--- config.mk ---
export PLATFORM = sky130hd
export DESIGN_NAME = hsss_top
export DESIGN_NICKNAME = d
export VERILOG_FILES = /design/src/logic/hsss_pkg.sv /design/src/logic/hsss_req_sync.sv /design/src/logic/hsss_por_timer.sv /design/src/logic/hsss_top.sv
export SDC_FILE = /design/constraint.sdc
export NUM_CORES = 1
export LEC_CHECK = 0
export BUFFER_PORTS_ARGS = -buffer_cell sky130_fd_sc_hd__buf_2
export CAP_MARGIN = 0
export CORE_MARGIN = 5
export CORE_UTILIZATION = 35
export CTS_CLUSTER_DIAMETER = 100
export DETAILED_ROUTE_END_ITERATION = 6
export HOLD_SLACK_MARGIN = 0.12
export PLACE_DENSITY = 0.72
export SLEW_MARGIN = 20
export SYNTH_ARGS = -nofsm -noshare
export SYNTH_HDL_FRONTEND = slang
export SYNTH_SLANG_ARGS = --single-unit
--- constraint.sdc ---
create_clock -name CLK -period 2.4 [get_ports CLK]
set_input_delay 0.48 -clock CLK [delete_from_list [all_inputs] [get_ports CLK]]
set_output_delay 0.48 -clock CLK [all_outputs]
set_load 0.02 [all_outputs]
--- src/logic/hsss_pkg.sv ---
// Constants, register map and state type of the hot-swap slot sequencer
package hsss_pkg;

  // Clock and power-on reset timing
  localparam int unsigned CLK_HZ  = 40_000_000;
  localparam int unsigned POR_US  = 500;
  localparam int unsigned POR_CYC = POR_US * (CLK_HZ / 1_000_000);

  // Register word offsets (byte address bits [7:2])
  localparam logic [5:0] CTRL_A_IDX = 6'h00;
  localparam logic [5:0] CTRL_B_IDX = 6'h01;
  localparam logic [5:0] STAT_A_IDX = 6'h02;
  localparam logic [5:0] STAT_B_IDX = 6'h03;
  localparam logic [5:0] COMM_IDX   = 6'h04;

  // Control register fields
  localparam int unsigned CTL_MAIN_BIT = 0;
  localparam int unsigned CTL_AUX_BIT  = 1;

  // Slot status register fields
  localparam int unsigned ST_UVF_BIT   = 0;
  localparam int unsigned ST_MAIN_BIT  = 1;
  localparam int unsigned ST_AUX_BIT   = 2;
  localparam int unsigned ST_FLT_BIT   = 3;

  // Common status register fields
  localparam int unsigned CM_SBY_BIT   = 0;
  localparam int unsigned CM_MASK_BIT  = 3;
  localparam int unsigned CM_GPI_LSB   = 4;

  typedef enum logic {
    SLOT_OFF,
    SLOT_ON
  } hsss_slot_st_t;

  typedef struct packed {
    hsss_slot_st_t [1:0] slot;
    logic [1:0]          ctl_main;
    logic [1:0]          ctl_aux;
    logic [1:0]          uv_flt;
    logic [1:0]          hw_flt;
    logic                sby;
    logic                int_mask;
    logic                smi_off;
    logic [1:0]          main_en;
    logic [1:0]          pulldn;
    logic [1:0]          disch;
    logic [1:0]          aux_en;
    logic [1:0]          fault_n;
    logic                int_n;
    logic                pready;
    logic                pslverr;
    logic [31:0]         prdata;
  } hsss_st_t;

  // Safe state: slots off, gates pulled down, discharge on, flags idle
  localparam hsss_st_t ST_RST = '{
    slot:     '{SLOT_OFF, SLOT_OFF},
    ctl_main: 2'h0,
    ctl_aux:  2'h0,
    uv_flt:   2'h0,
    hw_flt:   2'h0,
    sby:      1'b0,
    int_mask: 1'b0,
    smi_off:  1'b0,
    main_en:  2'h0,
    pulldn:   2'h3,
    disch:    2'h3,
    aux_en:   2'h0,
    fault_n:  2'h3,
    int_n:    1'b1,
    pready:   1'b0,
    pslverr:  1'b0,
    prdata:   32'h0
  };

endpackage

--- src/logic/hsss_req_sync.sv ---
// Two-flop synchroniser with rising-edge detect for request inputs
`timescale 1ns/1ps
`default_nettype none
module hsss_req_sync #(
  parameter int unsigned W = 2
) (
  // Clock and reset
  input  wire logic         clk,
  input  wire logic         arst_n,
  // Raw and conditioned requests
  input  wire logic [W-1:0] req_in,
  output logic      [W-1:0] req_lvl,
  output logic      [W-1:0] req_rise
);

  logic [W-1:0] meta_r;
  logic [W-1:0] sync_r;
  logic [W-1:0] prev_r;

  // Edge detect looks only at the second stage, never the first
  always_ff @(posedge clk or negedge arst_n) begin
    if (!arst_n) begin
      meta_r <= '0;
      sync_r <= '0;
      prev_r <= '0;
    end else begin
      meta_r <= req_in;
      sync_r <= meta_r;
      prev_r <= sync_r;
    end
  end

  assign req_lvl  = sync_r;
  assign req_rise = sync_r & ~prev_r;

endmodule
`default_nettype wire

--- src/logic/hsss_por_timer.sv ---
// Standby-supply qualification timer producing the power-on reset done level
`timescale 1ns/1ps
`default_nettype none
module hsss_por_timer #(
  parameter int unsigned CYC = hsss_pkg::POR_CYC
) (
  // Clock and reset
  input  wire logic clk,
  input  wire logic arst_n,
  // Supply monitor and result
  input  wire logic stby_ok,
  output logic      por_done
);

  localparam int unsigned CW = $clog2(CYC + 1);
  localparam logic [CW-1:0] CMAX = CW'(CYC);

  logic [CW-1:0] cnt_r;
  logic          done_r;

  // Any dropout restarts the full interval
  always_ff @(posedge clk or negedge arst_n) begin
    if (!arst_n) begin
      cnt_r  <= '0;
      done_r <= 1'b0;
    end else if (!stby_ok) begin
      cnt_r  <= '0;
      done_r <= 1'b0;
    end else if (cnt_r != CMAX) begin
      cnt_r  <= cnt_r + CW'(1);
      done_r <= 1'b0;
    end else begin
      done_r <= 1'b1;
    end
  end

  assign por_done = done_r;

endmodule
`default_nettype wire

--- src/logic/hsss_top.sv ---
// Dual-slot hot-swap power sequencer with hardware pins and APB registers
//
// The implementer's own choices: the address map and the APB interface to the registers.
`timescale 1ns/1ps
`default_nettype none
// What this block does
// - Hardware request pins and management registers per slot
// - Pins low leaves power to registers only
// - Strap disables management access entirely
// - Host reads slot faults and input pins
// - End reset after 500 us valid standby
// - Clear every register when reset completes
// - Standby dropout restarts the whole reset
// - Bus answers with an error until reset interval ends
// - Enables off, pull-downs and discharge on during reset interval
// - Main rising edge turns on if supplies good
// - Gate pull-downs active while slot off
// - Discharge switches on when slot off
// - Enabled main undervoltage enters standby
// - Aux enabled by pin or register bit
// - Aux ignores main undervoltage
// - Undervoltage while requested raises fault, interrupt
// - Writing one to fault bit releases interrupt
module hsss_top #(
  parameter int unsigned POR_CYC = hsss_pkg::POR_CYC
) (
  // Clock and reset
  input  wire logic        CLK,
  input  wire logic        ARST_N,
  // APB slave
  input  wire logic        PSEL,
  input  wire logic        PENABLE,
  input  wire logic        PWRITE,
  input  wire logic [7:0]  PADDR,
  input  wire logic [31:0] PWDATA,
  output logic      [31:0] PRDATA,
  output logic             PREADY,
  output logic             PSLVERR,
  // Supply monitors and straps
  input  wire logic        STBY_OK,
  input  wire logic [1:0]  MAIN_UV_OK,
  input  wire logic        SMI_STRAP_OFF,
  input  wire logic [1:0]  GPI,
  // Hardware power port
  input  wire logic [1:0]  MAIN_REQ,
  input  wire logic [1:0]  AUX_REQ,
  output logic      [1:0]  SLOT_FAULT_N,
  // Slot outputs
  output logic      [1:0]  MAIN_EN,
  output logic      [1:0]  GATE_PULLDN,
  output logic      [1:0]  DISCHARGE,
  output logic      [1:0]  AUX_EN,
  // Management interrupt
  output logic             INT_N
);

  hsss_pkg::hsss_st_t r;
  hsss_pkg::hsss_st_t n;

  logic       por_done;
  logic [1:0] main_lvl;
  logic [1:0] main_rise;
  logic [1:0] aux_lvl;

  hsss_por_timer #(
    .CYC (POR_CYC)
  ) u_por (
    .clk      (CLK),
    .arst_n   (ARST_N),
    .stby_ok  (STBY_OK),
    .por_done (por_done)
  );

  hsss_req_sync #(
    .W (2)
  ) u_main_sync (
    .clk      (CLK),
    .arst_n   (ARST_N),
    .req_in   (MAIN_REQ),
    .req_lvl  (main_lvl),
    .req_rise (main_rise)
  );

  hsss_req_sync #(
    .W (2)
  ) u_aux_sync (
    .clk      (CLK),
    .arst_n   (ARST_N),
    .req_in   (AUX_REQ),
    .req_lvl  (aux_lvl),
    .req_rise ()
  );

  // Bus decode
  logic       acc;
  logic       bus_ok;
  logic       mapped;
  logic       wr;
  logic [5:0] idx;

  assign idx    = PADDR[7:2];
  assign acc    = PSEL & PENABLE & ~r.pready;
  assign bus_ok = por_done & ~r.smi_off;
  assign mapped = (PADDR[1:0] == 2'h0) &&
                  (idx == hsss_pkg::CTRL_A_IDX || idx == hsss_pkg::CTRL_B_IDX ||
                   idx == hsss_pkg::STAT_A_IDX || idx == hsss_pkg::STAT_B_IDX ||
                   idx == hsss_pkg::COMM_IDX);
  assign wr     = acc & PWRITE & bus_ok & mapped;

  // Read mux
  logic [31:0] rdata;

  always_comb begin
    rdata = 32'h0;
    case (idx)
      hsss_pkg::CTRL_A_IDX, hsss_pkg::CTRL_B_IDX: begin
        rdata[hsss_pkg::CTL_MAIN_BIT] = r.ctl_main[idx[0]];
        rdata[hsss_pkg::CTL_AUX_BIT]  = r.ctl_aux[idx[0]];
      end
      hsss_pkg::STAT_A_IDX, hsss_pkg::STAT_B_IDX: begin
        rdata[hsss_pkg::ST_UVF_BIT]  = r.uv_flt[idx[0]];
        rdata[hsss_pkg::ST_MAIN_BIT] = r.main_en[idx[0]];
        rdata[hsss_pkg::ST_AUX_BIT]  = r.aux_en[idx[0]];
        rdata[hsss_pkg::ST_FLT_BIT]  = r.hw_flt[idx[0]];
      end
      hsss_pkg::COMM_IDX: begin
        rdata[hsss_pkg::CM_SBY_BIT]  = r.sby;
        rdata[hsss_pkg::CM_MASK_BIT] = r.int_mask;
        rdata[hsss_pkg::CM_GPI_LSB +: 2] = GPI;
      end
      default: begin
        rdata = 32'h0;
      end
    endcase
  end

  // Next-state logic
  logic [1:0] ctl_rise;
  logic [1:0] req_any;
  logic [1:0] uv_set;
  logic [1:0] uv_clr;
  logic       sby_set;

  always_comb begin
    n        = r;
    ctl_rise = 2'h0;
    req_any  = 2'h0;
    uv_set   = 2'h0;
    uv_clr   = 2'h0;
    sby_set  = 1'b0;

    // Single-cycle answer, held for exactly one cycle
    n.pready  = acc;
    n.pslverr = acc & ~(bus_ok & mapped);
    if (acc && !PWRITE) begin
      n.prdata = (bus_ok && mapped) ? rdata : 32'h0;
    end

    // Register writes; power bits are ORed with the pin levels, so either one keeps a slot on
    if (wr) begin
      case (idx)
        hsss_pkg::CTRL_A_IDX, hsss_pkg::CTRL_B_IDX: begin
          n.ctl_main[idx[0]] = PWDATA[hsss_pkg::CTL_MAIN_BIT];
          n.ctl_aux[idx[0]]  = PWDATA[hsss_pkg::CTL_AUX_BIT];
        end
        hsss_pkg::STAT_A_IDX, hsss_pkg::STAT_B_IDX: begin
          uv_clr[idx[0]] = PWDATA[hsss_pkg::ST_UVF_BIT];
        end
        hsss_pkg::COMM_IDX: begin
          n.int_mask = PWDATA[hsss_pkg::CM_MASK_BIT];
        end
        default: begin
          n.int_mask = r.int_mask;
        end
      endcase
    end

    for (int i = 0; i < 2; i++) begin
      ctl_rise[i] = n.ctl_main[i] & ~r.ctl_main[i];
      req_any[i]  = main_lvl[i] | r.ctl_main[i];
      case (r.slot[i])
        hsss_pkg::SLOT_OFF: begin
          if ((main_rise[i] || ctl_rise[i]) && MAIN_UV_OK[i]) begin
            n.slot[i] = hsss_pkg::SLOT_ON;
          end
        end
        hsss_pkg::SLOT_ON: begin
          if (!MAIN_UV_OK[i]) begin
            n.slot[i] = hsss_pkg::SLOT_OFF;
            sby_set   = 1'b1;
            uv_set[i] = req_any[i];
          end else if (!req_any[i]) begin
            n.slot[i] = hsss_pkg::SLOT_OFF;
          end
        end
        default: begin
          n.slot[i] = hsss_pkg::SLOT_OFF;
        end
      endcase

      // Set wins over a same-cycle clear
      n.uv_flt[i] = (r.uv_flt[i] & ~uv_clr[i]) | uv_set[i];
      // Pin-side fault only for pin-driven slots; cleared by dropping the pins
      if (uv_set[i] && main_lvl[i]) begin
        n.hw_flt[i] = 1'b1;
      end else if (!main_lvl[i] && !aux_lvl[i]) begin
        n.hw_flt[i] = 1'b0;
      end

      n.main_en[i] = (n.slot[i] == hsss_pkg::SLOT_ON);
      n.pulldn[i]  = ~n.main_en[i];
      n.disch[i]   = ~n.main_en[i];
      // Aux runs from standby alone, untouched by main undervoltage
      n.aux_en[i]  = aux_lvl[i] | n.ctl_aux[i];
      n.fault_n[i] = ~n.hw_flt[i];
    end

    n.sby   = sby_set | (r.sby & ~(&MAIN_UV_OK));
    n.int_n = ~((|n.uv_flt) & ~n.int_mask);

    // Until the interval ends everything but the strap latch and the bus answer sits in the safe state
    if (!por_done) begin
      n         = hsss_pkg::ST_RST;
      n.smi_off = SMI_STRAP_OFF;
      n.pready  = acc;
      n.pslverr = acc;
    end
  end

  always_ff @(posedge CLK or negedge ARST_N) begin
    if (!ARST_N) begin
      r <= hsss_pkg::ST_RST;
    end else begin
      r <= n;
    end
  end

  // Outputs straight from the state register
  assign PRDATA       = r.prdata;
  assign PREADY       = r.pready;
  assign PSLVERR      = r.pslverr;
  assign SLOT_FAULT_N = r.fault_n;
  assign MAIN_EN      = r.main_en;
  assign GATE_PULLDN  = r.pulldn;
  assign DISCHARGE    = r.disch;
  assign AUX_EN       = r.aux_en;
  assign INT_N        = r.int_n;

endmodule
`default_nettype wire

==> results of run 1 <==
[path summary, 6_finish.rpt]
| check | startpoint | to | slack [ns] | cells past startpoint |
|---|---|---|---|---|
| setup / recovery | r[45] | AUX_EN[0] | 0.36 | 4 |
| hold / removal | ARST_N | u_main_sync.meta_r[1] | 0.13 | 2 |
| setup reg to reg | r[45] | AUX_EN[0] | 0.36 | 4 |
| hold reg to reg | u_aux_sync.meta_r[0] | u_aux_sync.req_lvl[0] | 0.36 | 0 |
| max in group asynchronous | ARST_N | DISCHARGE[1] | 1.96 | 2 |
| min in group CLK | MAIN_REQ[0] | u_main_sync.meta_r[0] | 0.26 | 1 |
[kinds of logic (layout without fill, tap and decap cells)]
| family | count (synthesis) | in the layout | synth area share, % |
|---|---|---|---|
| simple gates | 98 | 98 | 21.6 |
| buf+inv | 58 | 68 | 13.3 |
| flops | 54 | 54 | 48.1 |
| compound gates | 31 | 31 | 7.09 |
| xor+xnor | 12 | 12 | 3.72 |
| mux | 12 | 12 | 5.18 |
| fa+ha+maj | 2 | 2 | 0.886 |
| other cells | 1 | 26 | 0.133 |
[sequential cells by signal, summed over array words and instances, names as in the netlist]
| name | count |
|---|---|
| u_por.cnt_r | 15 |
| r | 11 |
| PRDATA | 6 |
| AUX_EN | 2 |
| DISCHARGE | 2 |
| MAIN_EN | 2 |
| SLOT_FAULT_N | 2 |
| u_aux_sync.meta_r | 2 |
| u_aux_sync.req_lvl | 2 |
| u_main_sync.meta_r | 2 |
| u_main_sync.prev_r | 2 |
| u_main_sync.req_lvl | 2 |
| INT_N | 1 |
| PREADY | 1 |
| PSLVERR | 1 |
| u_por.por_done | 1 |
[power breakdown]
group	switching, mW	internal, mW
logic	0.0958	0.0388
clock network	0.316	0.319
registers	0.0128	0.925
[metal layers]
layer	share of wire [%]	up-vias
met5	0	-
met4	1.1	0
met3	6.5	7
met2	50	54
met1	42	892
li1	-	930
[final cells by class]
cell class | instances | area share (%)
clock buffer | 5 | 2.22
tap | 102 | 4.11
multi-input combinational | 181 | 38.2
sequential | 54 | 43.8
clock inverter | 3 | 1.53
timing repair buffer | 50 | 8.96
inverter | 10 | 1.21
[through the flow]
| stage | worst slack [ns] | power (mW) | utilization [%] |
|---|---|---|---|
| after floorplan | 0.354 | 1.06 | - |
| after global placement | 0.147 | 1.09 | 38.2 |
| after detailed placement | 0.128 | 1.09 | 38.2 |
| after CTS | 0.338 | 1.73 | 39.7 |
| after global routing | 0.266 | 1.79 | 39.7 |
| final | 0.360 | 1.71 | 39.7 |
[cells in the final DEF, fill, tap and decap left out, drive strengths merged, types with 3 or more instances in the layout]
master | Yosys | layout
nor2 | 4 | 4
nor4b | 3 | 3
xnor2 | 9 | 9
nor2b | 13 | 13
a21boi | 4 | 4
nor4 | 6 | 6
nand3 | 9 | 9
and4 | 3 | 3
dfstp | 5 | 5
nand3b | 3 | 3
and2 | 15 | 15
nand2b | 3 | 3
mux2i | 9 | 9
dfrtp | 49 | 49
nand2 | 14 | 14
buf | 42 | 50
nand4 | 8 | 8
a21oi | 6 | 6
inv | 10 | 12
o21ai | 9 | 9
or4 | 3 | 3
conb | 1 | 26
clkbuf | 6 | 5
xor2 | 3 | 3
==> impl_results.md, run 1 <==
* Number of routed nets with antenna violations at 0
* Post-DP HPWL at 4010 um
* Largest net degree at the start of global routing at 55
* Yosys reg bits at 54
* Die height at 99.8 um
* Post-synth ARST share at 100%
* Ys flop type: dfrtp_1
* Crit path cell chain: or4b_4 > or4_4 > mux2i_1 > a21boi_0
* CTS buffer count at 5
* First-pass GRT wire length at 8890 um
* Count leader, synth: dfrtp_1
* Met1 Use GR at between 10 and 15%
* Final setup vio count at 0
* Drt drc at 0
* Synth cell count leaders: dfrtp_1 (49), buf_4 (42), and2_1 (15), nand2_1 (14), nor2b_1 (13)
* Period utilization at roughly 85%
* H-Tree Depth at 2
* Total gr overflow at 0
* Drt total wl at 5360 um
* Non-filler cells, final at 405
* F_max at ~500 MHz
* Clock-pin slew on the worst setup and hold paths at 0.10 ns
* Clock sink total at 54
* Post-CTS Setup Bufs at 0
* Tot GR Track Use at 11.2%
* CTS tree: done
* Drt pass-1 iters at 4
* Antenna Cells at 0
* Max cap viols at 0
* Die ar. at 9970 um^2
* Arrival time worst endpoint at between 2 and 2.5 ns
* Post-synth top area share at a little over two fifths
* Fin area at 3100 um^2
* Pins Over Slew Limit at 0
* Synth cell types at 51
* Hold_buf cts at 0
* CP Launch Type: flip-flop
* Filler cells at 757
* Critical Path Max Stage Delay at 0.59 ns
* GP Congestion at 0.831
* Final min period at ~2 ns
* Die width at 99.8 um
* Seq/Total Area, Yosys at 48.1%
* CP max FO at 6
* Worst hold path class: input pin to asynchronous set/reset pin
* Cell family with most CP delay: simple AND/OR/NAND/NOR gates
* Core area at 7810 um^2
* Via/cell ratio at approximately 4.6
* Via count at roughly 1900
* Area delta synth->final at 9.84%
* CP endpoint kind: flip-flop
* Maximum clock insertion buffer count at 2
* Clock Latency Late Sink at 0.31 ns
* Initial antenna violation count at 0
* M3 GR Usage at 3.41%
* LEAKAGE at 1.42 nW
* Required @ worst endpoint at 2.60 ns
* Final hold vios at 0
* GRT met2 Usage at 18.7%
* Buf+Inv Stages, Crit Path at 0
* Most Crowded Layer GR: met2
* FP Rows at 32
* PwrDens at 550 nW/um^2
* Footprint of the multi-input gates at approximately 1200 um^2
* Mean area per synthesized cell at 10.5 um^2
* WHS at 0.127 ns
* Routed WL per cell at 13.2 um
* CTS Root Cell: clkbuf_8
* Setup CP Type: flip-flop to flip-flop
* Unrepaired setup endpoints after global routing: false
* Crit-path slowest cell: or4b_4
* Cell count after placement at 397
* DRT iter0 DRCs at just under 70
* Nets@finish at 359
* Run status: finished clean
* Total negative setup slack at 0 ns
* Synth area leaders: dfrtp_1 (43%), buf_4 (11%), dfstp_2 (4.7%)
* Post-synth EDFFs at 0
* Yosys warns at 0
* Dpl cell area at 2990 um^2
* Vias in the first global route at 1875
* Peak supply drop at 0.223 mV
* I/O Buffers at 44
* Proportion of layout cells with a drive suffix above 1 at 23.4%
* Clock skew at approximately 0.0095 ns
* Area leader, netlist: dfrtp_1
* Synthesized area at 2820 um^2
* Mapped Cells at around 270
* PostCTS Resize Cnt at 0
* # IOs at 100
* Initial Utilization at 36.2%
* Storage element area at 1360 um^2
Power figures use the tool's default switching activity.
==> inputs of run 2 (changes only) <==
Settings changed: PLACE_DENSITY 0.72 to 0.74.
Clock period 2.4 ns to 1.7 ns, I/O delays scaled along.
==> run 2 against run 1 <==
  * Power is 33% higher
  * The run now ends with negative setup slack left
  * First-iteration DRC count is 22% higher
  * Clock skew is 0.0013 ns higher
  * Wire length is 11% higher
  * Die area stayed put
  * Register-to-register slack worse by 0.50 ns
==> impl_results.md, run 2 (synthesis results as in run 1) <==
* CTS Root Cell: clkbuf_8
* # IOs at 100
* Crit path cell chain: or4b_4 > or4_4 > o21ai_2 > and4_1
* Maximum clock insertion buffer count at 2
* Total negative setup slack at -0.667 ns
* CTS tree: done
* Area delta synth->final at 18.3%
* Via/cell ratio at 4.81
* Die ar. at 9970 um^2
* Setup CP Type: flip-flop to flip-flop
* WHS at 0.141 ns
* Clock skew at 0.0108 ns
* Post-DP HPWL at roughly 4400 um
* Drt drc at 0
* Final setup vio count at 8
* H-Tree Depth at 2
* Most frequent cells in the layout: dfrtp_1 (49), buf_2 (44), conb_1 (26)
* Die height at roughly 100 um
* CP endpoint kind: flip-flop
* Nets@finish at 382
* Required @ worst endpoint at roughly 2 ns
* Worst slack at placement at -0.404 ns
* Core area at 7810 um^2
* Antenna Cells at 0
* PwrDens at 678 nW/um^2
* Fin area at 3340 um^2
* Crit-path slowest cell: or4b_4
* Largest reg by FF count: u_por.cnt_r
* Cell count after placement at 417
* Pins Over Slew Limit at 0
* Initial Utilization at 36.2%
* Max cap viols at 0
* Period utilization at 108%
* Non-filler cells, final at 428
* Critical Path Max Stage Delay at 0.54 ns
* Via count at about 2100
* CP max FO at 5
* Commonest non-fill, non-tap cell in the layout: dfrtp_1
* F_max at 545 MHz
* Post-CTS Setup Bufs at 0
* Proportion of layout cells with a drive suffix above 1 at ~31%
* Finished Core Util at between 40% and 50%
* Arrival time worst endpoint at 2.09 ns
* FP Rows at 32
* First-pass GRT wire length at 9950 um
* Setup WS post-layout at -0.136 ns
* Total power at 2.26 mW
* Max reg flops at 15
* Number of routed nets with antenna violations at 0
* Die width at 99.8 um
* CP Launch Type: flip-flop
* Vias in the first global route at ~2100
* Initial antenna violation count at 0
* Drt pass-1 iters at 4
* CTS buffer count at 5
* Largest net degree at the start of global routing at 35
* Worst hold path class: input pin to flip-flop
* Clock Latency Late Sink at 0.31 ns
* Clock sink total at 54
* LEAKAGE at about 1.5 nW
* Routed WL per cell at 13.9 um
* Filler cells at 747
* Unrepaired setup endpoints after global routing: true
* Dpl cell area at 3170 um^2
* Tot GR Track Use at 12.6%
* Failing checks: negative setup slack
* GP Congestion at around 0.84
* DRT iter0 DRCs at 83
* Run status: finished, violations left
* Final min period at 1.84 ns
* Drt total wl at 5940 um
* I/O Buffers at 44
* Final hold vios at 0
* Peak supply drop at about 0.38 mV
* Clock-pin slew on the worst setup and hold paths at ~0.090 ns
* Total gr overflow at 0
run 2: cell count changes in the layout (fill, tap and decap cells not counted), sizes merged:
cell / previous run / this run
clkbuf: 5 / 7
dlygate4sd3: 0 / 3
buf: 50 / 70
clkinvlp: 0 / 1
bufinv: 1 / 0
inv: 12 / 10
run 2: worst max-delay path, delay by kind of cell, from the launching register on:
kind	cells	cell delay, ns
and+or+nand+nor	3	1.24
AOI/OAI and AO/OA	1	0.15
DFF	1	0.39
run 2: path summary, 6_finish.rpt:
kind	start	to	slack, ns	cells past startpoint
max	r[45]	MAIN_EN[0]	-0.14	4
min	MAIN_REQ[1]	u_main_sync.meta_r[1]	0.14	1
max reg2reg	r[45]	MAIN_EN[0]	-0.14	4
min reg2reg	u_main_sync.meta_r[1]	u_main_sync.req_lvl[1]	0.36	0
max in group asynchronous	ARST_N	INT_N	0.76	3
min in group asynchronous	ARST_N	u_main_sync.prev_r[1]	0.42	2
run 2: report_power, final:
part	total, mW	internal [mW]	switching [mW]
Sequential	1.33	1.31	0.0189
Clock	0.707	0.293	0.414
Combinational	0.233	0.0824	0.150
run 2: layout make-up:
class	instances	area (um^2)	share of cell area [%]
well taps	102	128	3.82
clock inverters	1	7.51	0.225
inverters	10	37.5	1.12
repair buffers	73	462	13.8
clock buffers	7	76.3	2.28
flip-flops and latches	54	1360	40.6
multi-input cells	181	1270	38.1
run 2: timing repair:
item                                    CTS  global route
resized for setup                         7             7
endpoints found under the setup margin   16            18
pin swaps                                 1             2
hold buffers                              1             2
endpoints found under the hold margin     4             2
run 2: metal layers:
| metal | global-route usage [%] | up-vias | share of wire, % |
|---|---|---|---|
| li1 | - | 977 | - |
| met1 | 16.5 | 1016 | 43 |
| met2 | 20.0 | 55 | 49 |
| met3 | 3.82 | 11 | 6.2 |
| met4 | 3.99 | 0 | 1.8 |
| met5 | 0 | - | 0 |
==> inputs of run 3 (changes only) <==
Settings changed: CELL_PAD_IN_SITES_DETAIL_PLACEMENT set to 1, CELL_PAD_IN_SITES_GLOBAL_PLACEMENT set to 1, CORE_UTILIZATION 35 to 34, PLACE_DENSITY 0.74 to 0.88.
==> run 3 against run 2 <==
  * The run still ends with negative setup slack left
  * Core utilization decreased by 1.4 points
  * Die area increased by 2.6%
  * Clock power increased by 7.6%
  * Combinational power increased by 2%
  * Sequential share of layout area decreased by 0.23 points
  * Global-route usage increased by 0.81 points
  * Largest cell class unchanged
==> impl_results.md, run 3 (synthesis results as in run 1) <==
* Die width at 101 um
* Number of routed nets with antenna violations at 0
* Post-DP HPWL at between 5000 and 6000 um
* Hold EP: u_main_sync.meta_r[1]
* Filler cells at between 900 and 1000
* Critical Path Start: r[45]
* F_max at 527 MHz
* Switch share at 27.1%
* Sw Pwr at 0.630 mW
* Worst slack at placement at -0.363 ns
* CP endpoint kind: flip-flop
* Initial Utilization at 34.7%
* Area delta synth->final at 19.1%
* Clock skew at roughly 0.011 ns
* Via/cell ratio at a little under 5
* Die ar. at slightly above 10000 um^2
* Worst hold path class: input pin to flip-flop
* Drt pass-1 iters at 4
* CP max FO at 5
* Vias in the first global route at 2193
* Routed WL per cell at 15.6 um
* Worst slew margin at 66.3%
* I/O Buffers at 44
* Commonest non-fill, non-tap cell in the layout: dfrtp_1
* R2R Setup Slk at -0.20 ns
* PwrDens at 691 nW/um^2
* Antenna Cells at 0
* First-pass GRT wire length at 10900 um
* Largest reg by FF count: u_por.cnt_r
* Crit-path slowest cell: or4b_4
* CTS buffer count at 5
* Max cap viols at 0
* CP Launch Type: flip-flop
* Peak supply drop at 0.368 mV
* R2R depth at 4
* Flop pwr share at 57.1%
* CTS Root Cell: clkbuf_8
* Run status: finished, violations left
* Cell family with most CP delay: simple AND/OR/NAND/NOR gates
* Initial antenna violation count at 0
* Clock sink total at 54
* Slew @ Worst Pin at between 0.5 and 0.6 ns
* H-Tree Depth at 2
* Drt total wl at between 6000 and 7000 um
* Via count at 2086
* Period utilization at 112%
* Total power at 2.33 mW
* Most frequent cells in the layout: dfrtp_1 (48), buf_2 (44), conb_1 (26)
* Nets@finish at 380
* Die height at approximately 100 um
* Final hold vios at 0
* Clock Latency Late Sink at 0.31 ns
* Drt drc at 0
* LEAKAGE at 1.54 nW
* Maximum clock insertion buffer count at 2
* Pins Over Slew Limit at 0
* Final min period at 1.90 ns
* Clock power share at 32.8%
* Arrival time worst endpoint at 2.09 ns
* # IOs at 100
* Clock-pin slew on the worst setup and hold paths at around 0.1 ns
* Critical Path Max Stage Delay at 0.60 ns
* GP Congestion at roughly 0.82
* Proportion of layout cells with a drive suffix above 1 at approximately a third
* Setup WS post-layout at -0.199 ns
* R2R Path End: AUX_EN[0]
* CTS tree: done
* DRT iter0 DRCs at between 70 and 80
* Hold path depth at 1
* Failing checks: negative setup slack
* Setup CP Type: flip-flop to flip-flop
* Core area at 8130 um^2
* R2r startpoint: r[45]
* Required @ worst endpoint at approximately 1.9 ns
* Unrepaired setup endpoints after global routing: true
* Tot GR Track Use at 13.4%
* Total gr overflow at 0
* Buf+Inv Stages, Crit Path at 0
* Comb pwr share at between 10% and 20%
* FP Rows at 33
* Internal at 1.70 mW
* Max reg flops at 15
* Largest net degree at the start of global routing at 55
* Final setup vio count at 14
* Crit path cell chain: or4b_4 > or4_4 > mux2i_2 > a21boi_1
* Min-delay src: MAIN_REQ[1]
==> run 3: per-stage QoR <==
stage,TNS (ns),area (um^2),hold slack [ns],instances,utilization [%]
floorplan,-0.814,2970,0.0444,293,-
CTS,-1.71,3330,0.120,429,40.9
global placement,-3.94,3150,0.334,417,38.7
global route,-2.51,3360,0.126,429,41.4
detailed placement,-4.67,3150,0.338,417,38.7
finish,-1.63,3360,0.139,429,41.4
==> run 3: power groups by stage <==
stage	clock [mW]	sequential, mW	combinational [mW]
2_1_floorplan	0	1.35	0.155
3_3_place_gp	0	1.35	0.214
3_5_place_dp	0	1.35	0.222
4_1_cts	0.790	1.33	0.234
5_1_grt	0.842	1.33	0.263
6_report	0.761	1.33	0.237
==> run 3: how the worst max path moves through the flow <==
stage	slack, ns	endpoint	cells past startpoint
2_1_floorplan	-0.15	AUX_EN[0]	4
3_3_place_gp	-0.32	INT_N	5
6_report	-0.20	AUX_EN[0]	4
5_1_grt	-0.24	r[52]	4
4_1_cts	-0.15	AUX_EN[1]	5
3_5_place_dp	-0.36	AUX_EN[0]	5
==> run 3: worst register-to-register path, delay by kind of cell (launching register included) <==
kind             cells  cell delay, ns
multiplexers         1            0.22
flip-flops           1            0.40
AND/OR/NAND/NOR      2            1.09
AO/OA/AOI/OAI        1            0.09
==> run 3: timing repair <==
item                                   4_1_cts  5_1_grt
endpoints found under the hold margin       51        1
gates resized for setup                     11        9
setup endpoints to repair                   18       22
cloned                                       0        0
hold buffers                                 3        1
setup buffers                                1        0
pin swaps                                    3        5
==> run 3: cell type report <==
class | instances | area, um^2 | share of cell area, %
well taps | 105 | 131 | 3.90
repair buffers | 71 | 453 | 13.5
flip-flops and latches | 54 | 1360 | 40.4
inverters | 10 | 37.5 | 1.12
multi-input cells | 181 | 1290 | 38.2
clock buffers | 5 | 68.8 | 2.05
clock inverters | 3 | 28.8 | 0.855
==> run 3: metal layers <==
layer	global-route usage (%)	vias to the layer above	share of wire, %
met5	0	-	0
met4	3.78	0	1.4
met3	3.10	11	5.8
met2	25.2	55	55
met1	15.0	1051	38
li1	-	969	-
